==> config.mk <==
export PLATFORM = sky130hd
export DESIGN_NAME = aefb_frame_builder
export DESIGN_NICKNAME = d
export VERILOG_FILES = /design/src/core/aefb_frame_builder.v
export VERILOG_INCLUDE_DIRS = /design/src /design/src/core
export SDC_FILE = /design/constraint.sdc
export NUM_CORES = 2
export LEC_CHECK = 0
export ABC_AREA = 1
export BUFFER_PORTS_ARGS = -buffer_cell sky130_fd_sc_hd__buf_2
export CORE_AREA = 2 2 249 251
export DETAILED_ROUTE_END_ITERATION = 7
export DIE_AREA = 0 0 251 253
export GPL_ROUTABILITY_DRIVEN = 0
export GPL_TIMING_DRIVEN = 1
export PLACE_DENSITY = 0.72
export SLEW_MARGIN = 10
export SYNTH_ARGS = -nofsm -noshare
export SYNTH_HDL_FRONTEND = slang
export SYNTH_SLANG_ARGS = --single-unit
export TNS_END_PERCENT = 10
==> constraint.sdc <==
create_clock -name clk_i -period 7.7 [get_ports clk_i]
set_input_delay 1.54 -clock clk_i [delete_from_list [all_inputs] [get_ports clk_i]]
set_output_delay 1.54 -clock clk_i [all_outputs]
set_load 0.05 [all_outputs]
==> src/core/aefb_consts.vh <==
`ifndef AEFB_CONSTS_VH
`define AEFB_CONSTS_VH

`define AEFB_REG_CTRL 4'h0
`define AEFB_REG_SSP 4'h4
`define AEFB_REG_STAT 4'h8
`define AEFB_REG_STATWORD 4'hC
`define AEFB_SSP_RST 32'h0000_1000

`define AEFB_KIND_DATA 2'h0
`define AEFB_KIND_IFETCH 2'h1
`define AEFB_KIND_ADDR 2'h2

`define AEFB_FMT_ACC 4'h7
`define AEFB_FMT_ADR 4'h2
`define AEFB_FMT_SHORT 4'h0
`define AEFB_LEN_ACC 5'h1E
`define AEFB_LEN_ADR 5'h06
`define AEFB_LEN_SHORT 5'h04
`define AEFB_WORD_FMT 5'h03

`define AEFB_VEC_FMTERR 12'h038
`define AEFB_VEC_ACCESS 12'h008

`define AEFB_MOD_UDATA 3'h1
`define AEFB_MOD_UCODE 3'h2
`define AEFB_MOD_SDATA 3'h5
`define AEFB_MOD_SCODE 3'h6

`define AEFB_STATWORD_CONT 15
`define AEFB_STATWORD_XLAT 10

`endif

==> src/core/aefb_frame_builder.v <==
// Our own choices: the Wishbone slave port and the register offsets.
`include "aefb_consts.vh"
`default_nettype none

module aefb_frame_builder (
    // Clock and reset
    input wire clk_i,
    input wire rst_i,
    // Wishbone slave
    input wire wb_cyc_i,
    input wire wb_stb_i,
    input wire wb_we_i,
    input wire [3:0] wb_adr_i,
    input wire [3:0] wb_sel_i,
    input wire [31:0] wb_dat_i,
    output reg [31:0] wb_dat_o,
    output reg wb_ack_o,
    // Fault report from the pipeline
    input wire fault_i,
    input wire [1:0] fault_kind_i,
    input wire fault_xlat_i,
    input wire fault_super_i,
    input wire fault_rd_i,
    input wire fault_rmw_i,
    input wire fault_lock_i,
    input wire fault_mis_i,
    input wire [1:0] fault_size_i,
    input wire [1:0] fault_xfer_type_i,
    input wire [2:0] fault_mod_i,
    input wire [3:0] fault_cont_i,
    input wire [31:0] fault_addr_i,
    input wire [31:0] fault_ea_i,
    input wire [11:0] fault_vec_i,
    input wire pending_i,
    // Current processor state
    input wire [15:0] cpu_sr_i,
    input wire [31:0] cpu_pc_i,
    // Pending write-backs, slot 3 in the top bits
    input wire [2:0] wb_pend_i,
    input wire [23:0] wb_stat_i,
    input wire [95:0] wb_addr_i,
    input wire [95:0] wb_data_i,
    input wire [63:0] push_data_i,
    // Return from exception
    input wire ret_i,
    output reg ret_done_o,
    output reg [15:0] ret_sr_o,
    output reg [31:0] ret_pc_o,
    // Handler dispatch
    output reg dispatch_o,
    output reg [11:0] dispatch_vec_o,
    output reg busy_o,
    // Stack memory port
    output reg mem_cyc_o,
    output reg mem_we_o,
    output reg [31:0] mem_adr_o,
    output reg [15:0] mem_dat_o,
    input wire [15:0] mem_dat_i,
    input wire mem_ack_i,
    input wire mem_err_i
);

// =====================================================
// States
localparam S_IDLE = 5'b00001;
localparam S_DRAIN = 5'b00010;
localparam S_PUSH = 5'b00100;
localparam S_RET = 5'b01000;
localparam S_FIN = 5'b10000;

reg [4:0] state;
reg [31:0] ssp;
reg cap_en;
reg fmt_err;
reg val_err;
reg [3:0] last_fmt;

// Latched frame contents
reg [3:0] f_fmt;
reg [15:0] f_sr;
reg [31:0] f_pc;
reg [11:0] f_vec;
reg [31:0] f_ea;
reg [15:0] f_status_word;
reg [31:0] f_addr;
reg [23:0] f_wst;
reg [95:0] f_wad;
reg [95:0] f_wda;
reg [63:0] f_pd;

reg [4:0] idx;
reg [1:0] rstep;
reg [3:0] r_fmt;

// =====================================================
// Fault decode
reg [3:0] cont1;
reg [2:0] mod_fix;
wire is_if = (fault_kind_i == `AEFB_KIND_IFETCH);

always @* begin
    // Keep only the highest continuation request
    if (fault_cont_i[3]) begin
        cont1 = 4'h8;
    end else if (fault_cont_i[2]) begin
        cont1 = 4'h4;
    end else if (fault_cont_i[1]) begin
        cont1 = 4'h2;
    end else if (fault_cont_i[0]) begin
        cont1 = 4'h1;
    end else begin
        cont1 = 4'h0;
    end
    if (is_if) begin
        mod_fix = fault_super_i ? `AEFB_MOD_SCODE : `AEFB_MOD_UCODE;
    end else if (fault_mod_i == `AEFB_MOD_UCODE) begin
        mod_fix = `AEFB_MOD_UDATA;
    end else if (fault_mod_i == `AEFB_MOD_SCODE) begin
        mod_fix = `AEFB_MOD_SDATA;
    end else begin
        mod_fix = fault_mod_i;
    end
end

// Read half of a locked read-modify-write counts as a write
wire rw_flag = fault_rd_i & ~fault_rmw_i;
wire [15:0] next_status_word = {cont1, fault_mis_i, fault_xlat_i, fault_lock_i, rw_flag,
    1'b0, fault_size_i, fault_xfer_type_i, mod_fix};

// =====================================================
// Frame word generator
reg [15:0] fword;
reg [4:0] flen;

always @* begin
    fword = 16'h0000;
    case (f_fmt)
        `AEFB_FMT_ACC: flen = `AEFB_LEN_ACC;
        `AEFB_FMT_ADR: flen = `AEFB_LEN_ADR;
        default: flen = `AEFB_LEN_SHORT;
    endcase
    case (idx)
        5'h00: fword = f_sr;
        5'h01: fword = f_pc[31:16];
        5'h02: fword = f_pc[15:0];
        5'h03: fword = {f_fmt, f_vec};
        5'h04: fword = (f_fmt == `AEFB_FMT_ADR) ? f_addr[31:16] : f_ea[31:16];
        5'h05: fword = (f_fmt == `AEFB_FMT_ADR) ? f_addr[15:0] : f_ea[15:0];
        5'h06: fword = f_status_word;
        5'h07: fword = {8'h00, f_wst[23:16]};
        5'h08: fword = {8'h00, f_wst[15:8]};
        5'h09: fword = {8'h00, f_wst[7:0]};
        5'h0A: fword = f_addr[31:16];
        5'h0B: fword = f_addr[15:0];
        5'h0C: fword = f_wad[95:80];
        5'h0D: fword = f_wad[79:64];
        5'h0E: fword = f_wda[95:80];
        5'h0F: fword = f_wda[79:64];
        5'h10: fword = f_wad[63:48];
        5'h11: fword = f_wad[47:32];
        5'h12: fword = f_wda[63:48];
        5'h13: fword = f_wda[47:32];
        5'h14: fword = f_wad[31:16];
        5'h15: fword = f_wad[15:0];
        5'h16: fword = f_wda[31:16];
        5'h17: fword = f_wda[15:0];
        5'h18: fword = f_pd[63:48];
        5'h19: fword = f_pd[47:32];
        5'h1A: fword = f_pd[31:16];
        5'h1B: fword = f_pd[15:0];
        default: fword = 16'h0000;
    endcase
end

wire [31:0] flen_b = {26'h0, flen, 1'b0};
reg [4:0] rlen;

always @* begin
    case (r_fmt)
        `AEFB_FMT_ACC: rlen = `AEFB_LEN_ACC;
        `AEFB_FMT_ADR: rlen = `AEFB_LEN_ADR;
        default: rlen = `AEFB_LEN_SHORT;
    endcase
end

wire fmt_ok = (mem_dat_i[15:12] == `AEFB_FMT_ACC) ||
    (mem_dat_i[15:12] == `AEFB_FMT_ADR) ||
    (mem_dat_i[15:12] == `AEFB_FMT_SHORT);
wire [1:0] n_rstep = rstep + 2'h1;
wire [4:0] rd_idx = (rstep == 2'h0) ? `AEFB_WORD_FMT : {3'h0, rstep - 2'h1};

// =====================================================
// Wishbone slave
wire wb_hit = wb_cyc_i & wb_stb_i & ~wb_ack_o;
wire wb_wr = wb_hit & wb_we_i;

always @(posedge clk_i) begin
    if (rst_i) begin
        wb_ack_o <= 1'b0;
        wb_dat_o <= 32'h0000_0000;
        cap_en <= 1'b0;
    end else begin
        wb_ack_o <= wb_hit;
        wb_dat_o <= 32'h0000_0000;
        if (wb_hit && !wb_we_i) begin
            case (wb_adr_i)
                `AEFB_REG_CTRL: wb_dat_o <= {31'h0, cap_en};
                `AEFB_REG_SSP: wb_dat_o <= ssp;
                `AEFB_REG_STAT: wb_dat_o <= {24'h0, last_fmt, 1'b0, val_err, fmt_err, busy_o};
                `AEFB_REG_STATWORD: wb_dat_o <= {16'h0, f_status_word};
                default: wb_dat_o <= 32'h0000_0000;
            endcase
        end
        if (wb_wr && wb_adr_i == `AEFB_REG_CTRL && wb_sel_i[0]) begin
            cap_en <= wb_dat_i[0];
        end
    end
end

// =====================================================
// Frame engine
always @(posedge clk_i) begin
    if (rst_i) begin
        state <= S_IDLE;
        ssp <= `AEFB_SSP_RST;
        fmt_err <= 1'b0;
        val_err <= 1'b0;
        last_fmt <= 4'h0;
        f_fmt <= 4'h0;
        f_sr <= 16'h0000;
        f_pc <= 32'h0000_0000;
        f_vec <= 12'h000;
        f_ea <= 32'h0000_0000;
        f_status_word <= 16'h0000;
        f_addr <= 32'h0000_0000;
        f_wst <= 24'h00_0000;
        f_wad <= 96'h0;
        f_wda <= 96'h0;
        f_pd <= 64'h0;
        idx <= 5'h00;
        rstep <= 2'h0;
        r_fmt <= 4'h0;
        ret_done_o <= 1'b0;
        ret_sr_o <= 16'h0000;
        ret_pc_o <= 32'h0000_0000;
        dispatch_o <= 1'b0;
        dispatch_vec_o <= 12'h000;
        busy_o <= 1'b0;
        mem_cyc_o <= 1'b0;
        mem_we_o <= 1'b0;
        mem_adr_o <= 32'h0000_0000;
        mem_dat_o <= 16'h0000;
    end else begin
        ret_done_o <= 1'b0;
        dispatch_o <= 1'b0;
        // Sticky error flags: a new error in the clearing cycle survives
        if (wb_wr && wb_adr_i == `AEFB_REG_STAT && wb_sel_i[0]) begin
            if (wb_dat_i[1]) begin
                fmt_err <= 1'b0;
            end
            if (wb_dat_i[2]) begin
                val_err <= 1'b0;
            end
        end
        if (wb_wr && wb_adr_i == `AEFB_REG_SSP && !busy_o) begin
            ssp <= wb_dat_i;
        end
        case (state)
            S_IDLE: begin
                idx <= 5'h00;
                rstep <= 2'h0;
                if (fault_i && cap_en) begin
                    busy_o <= 1'b1;
                    f_sr <= cpu_sr_i;
                    f_pc <= cpu_pc_i;
                    f_vec <= fault_vec_i;
                    f_status_word <= next_status_word;
                    f_ea <= (cont1 != 4'h0) ? fault_ea_i : 32'h0000_0000;
                    f_pd <= push_data_i;
                    if (fault_kind_i == `AEFB_KIND_ADDR) begin
                        f_fmt <= `AEFB_FMT_ADR;
                        f_addr <= {fault_addr_i[31:1], 1'b0};
                    end else begin
                        f_fmt <= `AEFB_FMT_ACC;
                        f_addr <= fault_addr_i;
                    end
                    if (is_if || fault_kind_i == `AEFB_KIND_ADDR) begin
                        // Prefetch and address error faults never carry write-backs
                        f_wst <= 24'h00_0000;
                        f_wad <= 96'h0;
                        f_wda <= 96'h0;
                    end else begin
                        f_wst <= {wb_pend_i[2] ? wb_stat_i[23:16] : 8'h00,
                            wb_pend_i[1] ? wb_stat_i[15:8] : 8'h00,
                            wb_pend_i[0] ? wb_stat_i[7:0] : 8'h00};
                        f_wad <= wb_addr_i;
                        f_wda <= wb_data_i;
                    end
                    state <= S_DRAIN;
                end else if (ret_i) begin
                    busy_o <= 1'b1;
                    state <= S_RET;
                end
            end
            S_DRAIN: begin
                // Prefetch faults wait for outstanding accesses
                if (!(f_fmt == `AEFB_FMT_ACC && pending_i &&
                    (f_status_word[2:0] == `AEFB_MOD_UCODE ||
                    f_status_word[2:0] == `AEFB_MOD_SCODE))) begin
                    ssp <= ssp - flen_b;
                    state <= S_PUSH;
                end
            end
            S_PUSH: begin
                if (!mem_cyc_o) begin
                    mem_cyc_o <= 1'b1;
                    mem_we_o <= 1'b1;
                    mem_adr_o <= ssp + {26'h0, idx, 1'b0};
                    mem_dat_o <= fword;
                end else if (mem_ack_i || mem_err_i) begin
                    mem_cyc_o <= 1'b0;
                    mem_we_o <= 1'b0;
                    idx <= idx + 5'h01;
                    if (idx == flen - 5'h01) begin
                        state <= S_FIN;
                    end
                end
            end
            S_RET: begin
                if (!mem_cyc_o) begin
                    mem_cyc_o <= 1'b1;
                    mem_we_o <= 1'b0;
                    mem_adr_o <= ssp + {26'h0, rd_idx, 1'b0};
                end else if (mem_err_i) begin
                    // Fault while reading the frame: new frame below it
                    mem_cyc_o <= 1'b0;
                    val_err <= 1'b1;
                    f_fmt <= `AEFB_FMT_ACC;
                    f_sr <= cpu_sr_i;
                    f_pc <= cpu_pc_i;
                    f_vec <= `AEFB_VEC_ACCESS;
                    f_status_word <= {8'h01, 5'h00, `AEFB_MOD_SDATA};
                    f_ea <= 32'h0000_0000;
                    f_addr <= mem_adr_o;
                    f_wst <= 24'h00_0000;
                    f_wad <= 96'h0;
                    f_wda <= 96'h0;
                    f_pd <= 64'h0;
                    state <= S_DRAIN;
                end else if (mem_ack_i) begin
                    mem_cyc_o <= 1'b0;
                    rstep <= n_rstep;
                    if (rstep == 2'h0) begin
                        r_fmt <= mem_dat_i[15:12];
                        if (!fmt_ok) begin
                            // Illegal format: stack a short frame, leave the bad one
                            fmt_err <= 1'b1;
                            f_fmt <= `AEFB_FMT_SHORT;
                            f_sr <= cpu_sr_i;
                            f_pc <= cpu_pc_i;
                            f_vec <= `AEFB_VEC_FMTERR;
                            state <= S_DRAIN;
                        end
                    end else if (rstep == 2'h1) begin
                        ret_sr_o <= mem_dat_i;
                    end else if (rstep == 2'h2) begin
                        ret_pc_o[31:16] <= mem_dat_i;
                    end else begin
                        // Stacked PC restarts the faulted instruction
                        ret_pc_o[15:0] <= mem_dat_i;
                        ssp <= ssp + {26'h0, rlen, 1'b0};
                        last_fmt <= r_fmt;
                        ret_done_o <= 1'b1;
                        busy_o <= 1'b0;
                        state <= S_IDLE;
                    end
                end
            end
            S_FIN: begin
                dispatch_o <= 1'b1;
                dispatch_vec_o <= f_vec;
                last_fmt <= f_fmt;
                busy_o <= 1'b0;
                state <= S_IDLE;
            end
            default: state <= S_IDLE;
        endcase
    end
end

endmodule // aefb_frame_builder

`default_nettype wire

==> impl_metrics.yaml <==
setup_path:
  timing.setup.critical_path_class: "register to register"
  cp_max_fo: 57
  worst-path-buf-inv: 4
  timing.critical_path.to_type: "register"
  cp_data_arrival_time_ns: 5.31
  required_ns: 8.18
  critical-path-slowest-cell: "sky130_fd_sc_hd__buf_4"
  crit_path_max_incr_delay_ns: 0.62
  path_delay_family: "simple AND/OR/NAND/NOR gates"
  worst_path_most_repeated_cell: "sky130_fd_sc_hd__nand2_1"
  start_kind: "register"
  crit_path_cell_trace: "inv_2, nand2_1, nor2_2, nand3_4, inv_2, buf_4, nor2_1, ha_1, a21oi_1, o21ai_1, nand2_1, nor2_1, nand2_1, o21ai_0, nand3_1, o211ai_1, inv_1"
cts:
  path_clk_slew_ns: 0.06
  num_cts_buffers: 69
  htreeDepth: 3
  cts_setup_buffers: 0
  tritoncts: "built"
  tritoncts_num_sinks: 622
  cts_hold_buf: 0
  cts-root-to-sink-buffers: 3
  post_cts_resized: 0
  clock_root_buffer: "sky130_fd_sc_hd__clkbuf_16"
  insertion_delay_ns: 0.61
timing:
  max_slew_margin_pct: 17.91
  total_setup_violations_reported_at_the_end_of_the_flow: 0
  timing.final.crit_period_ns: 4.827
  report.final.hold_viol_count: 0
  post-route-period-util_pct: 62.69
  setup_repair_after_global_routing_missed_its_margin: "no"
  clock_skew_ns: 0.02303
  final_max_slew_viol_count: 0
  setup_tns_ns: 0
  fmax_ghz: 0.2072
  worst-slew-pin-transition_ns: 1.231
  worst_path_setup_slack_after_routing_ns: 2.873
global_routing:
  antenna_found_initial: 67
  grt_usage_pct: 36.58
  grt_pass1_vias: 28520
  pin_count_of_the_biggest_net_entering_global_routing: 232
  grt_overflow_total: 0
  grt_pass1_wl_um: 176000
flow_run:
  number_of_max_cap_violations: 0
yosys:
  synthArstFlopShare_pct: 0
  post_syn_instances: 4085
  post_synth_num_cell_types: 57
  synth.yosys.seq_area_share_pct: 42.39
  register_bit_total_from_synthesis: 622
  syn_nets: 4599
  synth_area_per_cell_um2: 7.191
  synth_flop_cell: "sky130_fd_sc_hd__dfxtp_1"
  number_of_synthesized_flops_with_an_enable_pin: 0
  most_repeated_cell_in_the_gate_level_netlist_after_synthesis: "sky130_fd_sc_hd__dfxtp_1"
  cell_type_with_the_largest_total_area_after_synthesis: "sky130_fd_sc_hd__dfxtp_1"
  synth.top_cells.by_area: "sky130_fd_sc_hd__dfxtp_1 (42%), sky130_fd_sc_hd__a21oi_1 (9.4%), sky130_fd_sc_hd__o21ai_0 (7.9%)"
  synth_commonest_cells: "sky130_fd_sc_hd__dfxtp_1 (622), sky130_fd_sc_hd__nand2_1 (578), sky130_fd_sc_hd__a21oi_1 (551)"
  synth_area_um2: 29380
  synthDominantCellAreaShare_pct: 42.39
  synth_warnings: 0
floorplanning:
  top_ports: 638
  initial_utilization_pct: 48.14
  placement_rows: 91
  fp.coreArea_um2: 61030
  dieWidth_um: 251
  die-area_um2: 63500
  die_height_um: 253
routing:
  drt_wl_cell_um: 22.63
  post_drt_via_cell_ratio: 5.867
  route.detailed.drc: 0
  detailedRoute.firstPassIterationCount: 8
  drtIter0Drc: 3914
  detail-route-antenna-nets: 0
  drt-total-wl_um: 122400
  vias: 31730
status:
  run_status: "completed"
worst_hold_path:
  min-delay-path-class: "register to register"
power_and_ir_drop:
  static-leakage-power_nw: 15.17
  power_density_nw_per_um2: 366.5
  ir_drop_mv: 0.2992
layout:
  final_layout_size_suffix_gt1_share_pct: 18.93
  finish.instance_area_um2: 35110
  layout.nets: 5027
  area_delta_synth_final_pct: 19.52
  final_core_utilization_pct: 57.53
placed_design:
  dpl.hpwl_um: 88140
  post_detailed_placement_cell_area_um2: 32560
  port-buffer-count: 634
  dp_slack_ns: 2.639
-- kinds of logic after synthesis --
group | count (synthesis) | share of synthesized area (%)
and+or+nand+nor | 1383 | 20.87
AOI/OAI and AO/OA | 1321 | 25.25
buffers and inverters | 705 | 9.574
DFF | 622 | 42.39
xor gates and xnor gates | 32 | 0.9540
adders and majority gates | 22 | 0.9626
-- cells in the final DEF, fill, tap and decap left out, drive strengths merged, types with 21 or more instances in the layout --
cell	instances
diode	55
nor3	56
nand4	68
o221ai	24
a21oi	557
nor2	263
xor2	30
a221oi	25
nand2	579
buf	670
a31oi	37
o21ai	500
nand3	385
ha	21
clkbuf	93
dfxtp	622
o22ai	44
inv	391
a211oi	54
-- worst reg2reg max path: stages, from the launching register on --
cell and delay [ns]:
sky130_fd_sc_hd__dfxtp_1 0.32, sky130_fd_sc_hd__inv_2 0.06, sky130_fd_sc_hd__nand2_1 0.09, sky130_fd_sc_hd__nor2_2 0.17, sky130_fd_sc_hd__nand3_4 0.51, sky130_fd_sc_hd__inv_2 0.36, sky130_fd_sc_hd__buf_4 0.62, sky130_fd_sc_hd__nor2_1 0.10
sky130_fd_sc_hd__ha_1 0.36, sky130_fd_sc_hd__a21oi_1 0.11, sky130_fd_sc_hd__o21ai_1 0.52, sky130_fd_sc_hd__nand2_1 0.32, sky130_fd_sc_hd__nor2_1 0.45, sky130_fd_sc_hd__nand2_1 0.16, sky130_fd_sc_hd__o21ai_0 0.19, sky130_fd_sc_hd__nand3_1 0.17
sky130_fd_sc_hd__o211ai_1 0.14, sky130_fd_sc_hd__inv_1 0.05
-- flip-flops by register name, summed over array words and instances (netlist names), 24 cells and up --
signal / count
ret_pc_o: 32
f_pd: 64
f_wst: 24
f_wad: 96
wb_dat_o: 32
mem_adr_o: 32
ssp: 32
f_ea: 32
f_pc: 32
f_wda: 96
f_addr: 32
-- worst paths after layout --
path / startpoint / endpoint / slack, ns / cells past startpoint
min reg2reg: f_pc[13]$_SDFFE_PP0P_ / f_pc[13]$_SDFFE_PP0P_ / 0.45 / 2
min: f_pc[13]$_SDFFE_PP0P_ / f_pc[13]$_SDFFE_PP0P_ / 0.45 / 2
max: state[1]$_SDFFE_PP0P_ / mem_adr_o[20]$_SDFFE_PP0P_ / 2.87 / 17
max reg2reg: state[1]$_SDFFE_PP0P_ / mem_adr_o[20]$_SDFFE_PP0P_ / 2.87 / 17
-- through the flow --
step / hold slack, ns / std cells / power [mW]
6_report: 0.4548 / 5408 / 12.87
3_3_place_gp: 0.4403 / 5232 / 9.135
5_1_grt: 0.4640 / 5387 / 13.55
3_5_place_dp: 0.4442 / 5232 / 9.231
2_1_floorplan: 0.4245 / 4085 / 8.065
4_1_cts: 0.4536 / 5353 / 12.79
-- power by group --
group          total (mW)  internal [mW]  switching [mW]
clock                3.57           2.14            1.43
sequential           5.03           4.34           0.692
combinational        4.27           1.23            3.05
-- cell type report --
| type | count | area [µm²] |
|---|---|---|
| Fill cell | 5847 | 25920 |
| Multi-Input combinational cell | 2758 | 14160 |
| Sequential cell | 622 | 12450 |
| Timing Repair Buffer | 670 | 3475 |
| Clock buffer | 93 | 2009 |
| Inverter | 392 | 1484 |
| Tap cell | 790 | 988.4 |
| Clock inverter | 28 | 410.4 |
| Antenna cell | 55 | 137.6 |
-- layer usage --
| layer | share of wire, % | up-vias | track usage, % |
|---|---|---|---|
| li1 | - | 14940 | - |
| met1 | 38 | 14740 | 44.62 |
| met2 | 46 | 1657 | 59.15 |
| met3 | 9.4 | 371 | 8.265 |
| met4 | 6.1 | 28 | 21.87 |
| met5 | 0.15 | - | 0 |
(Power assumes the default switching activity.)
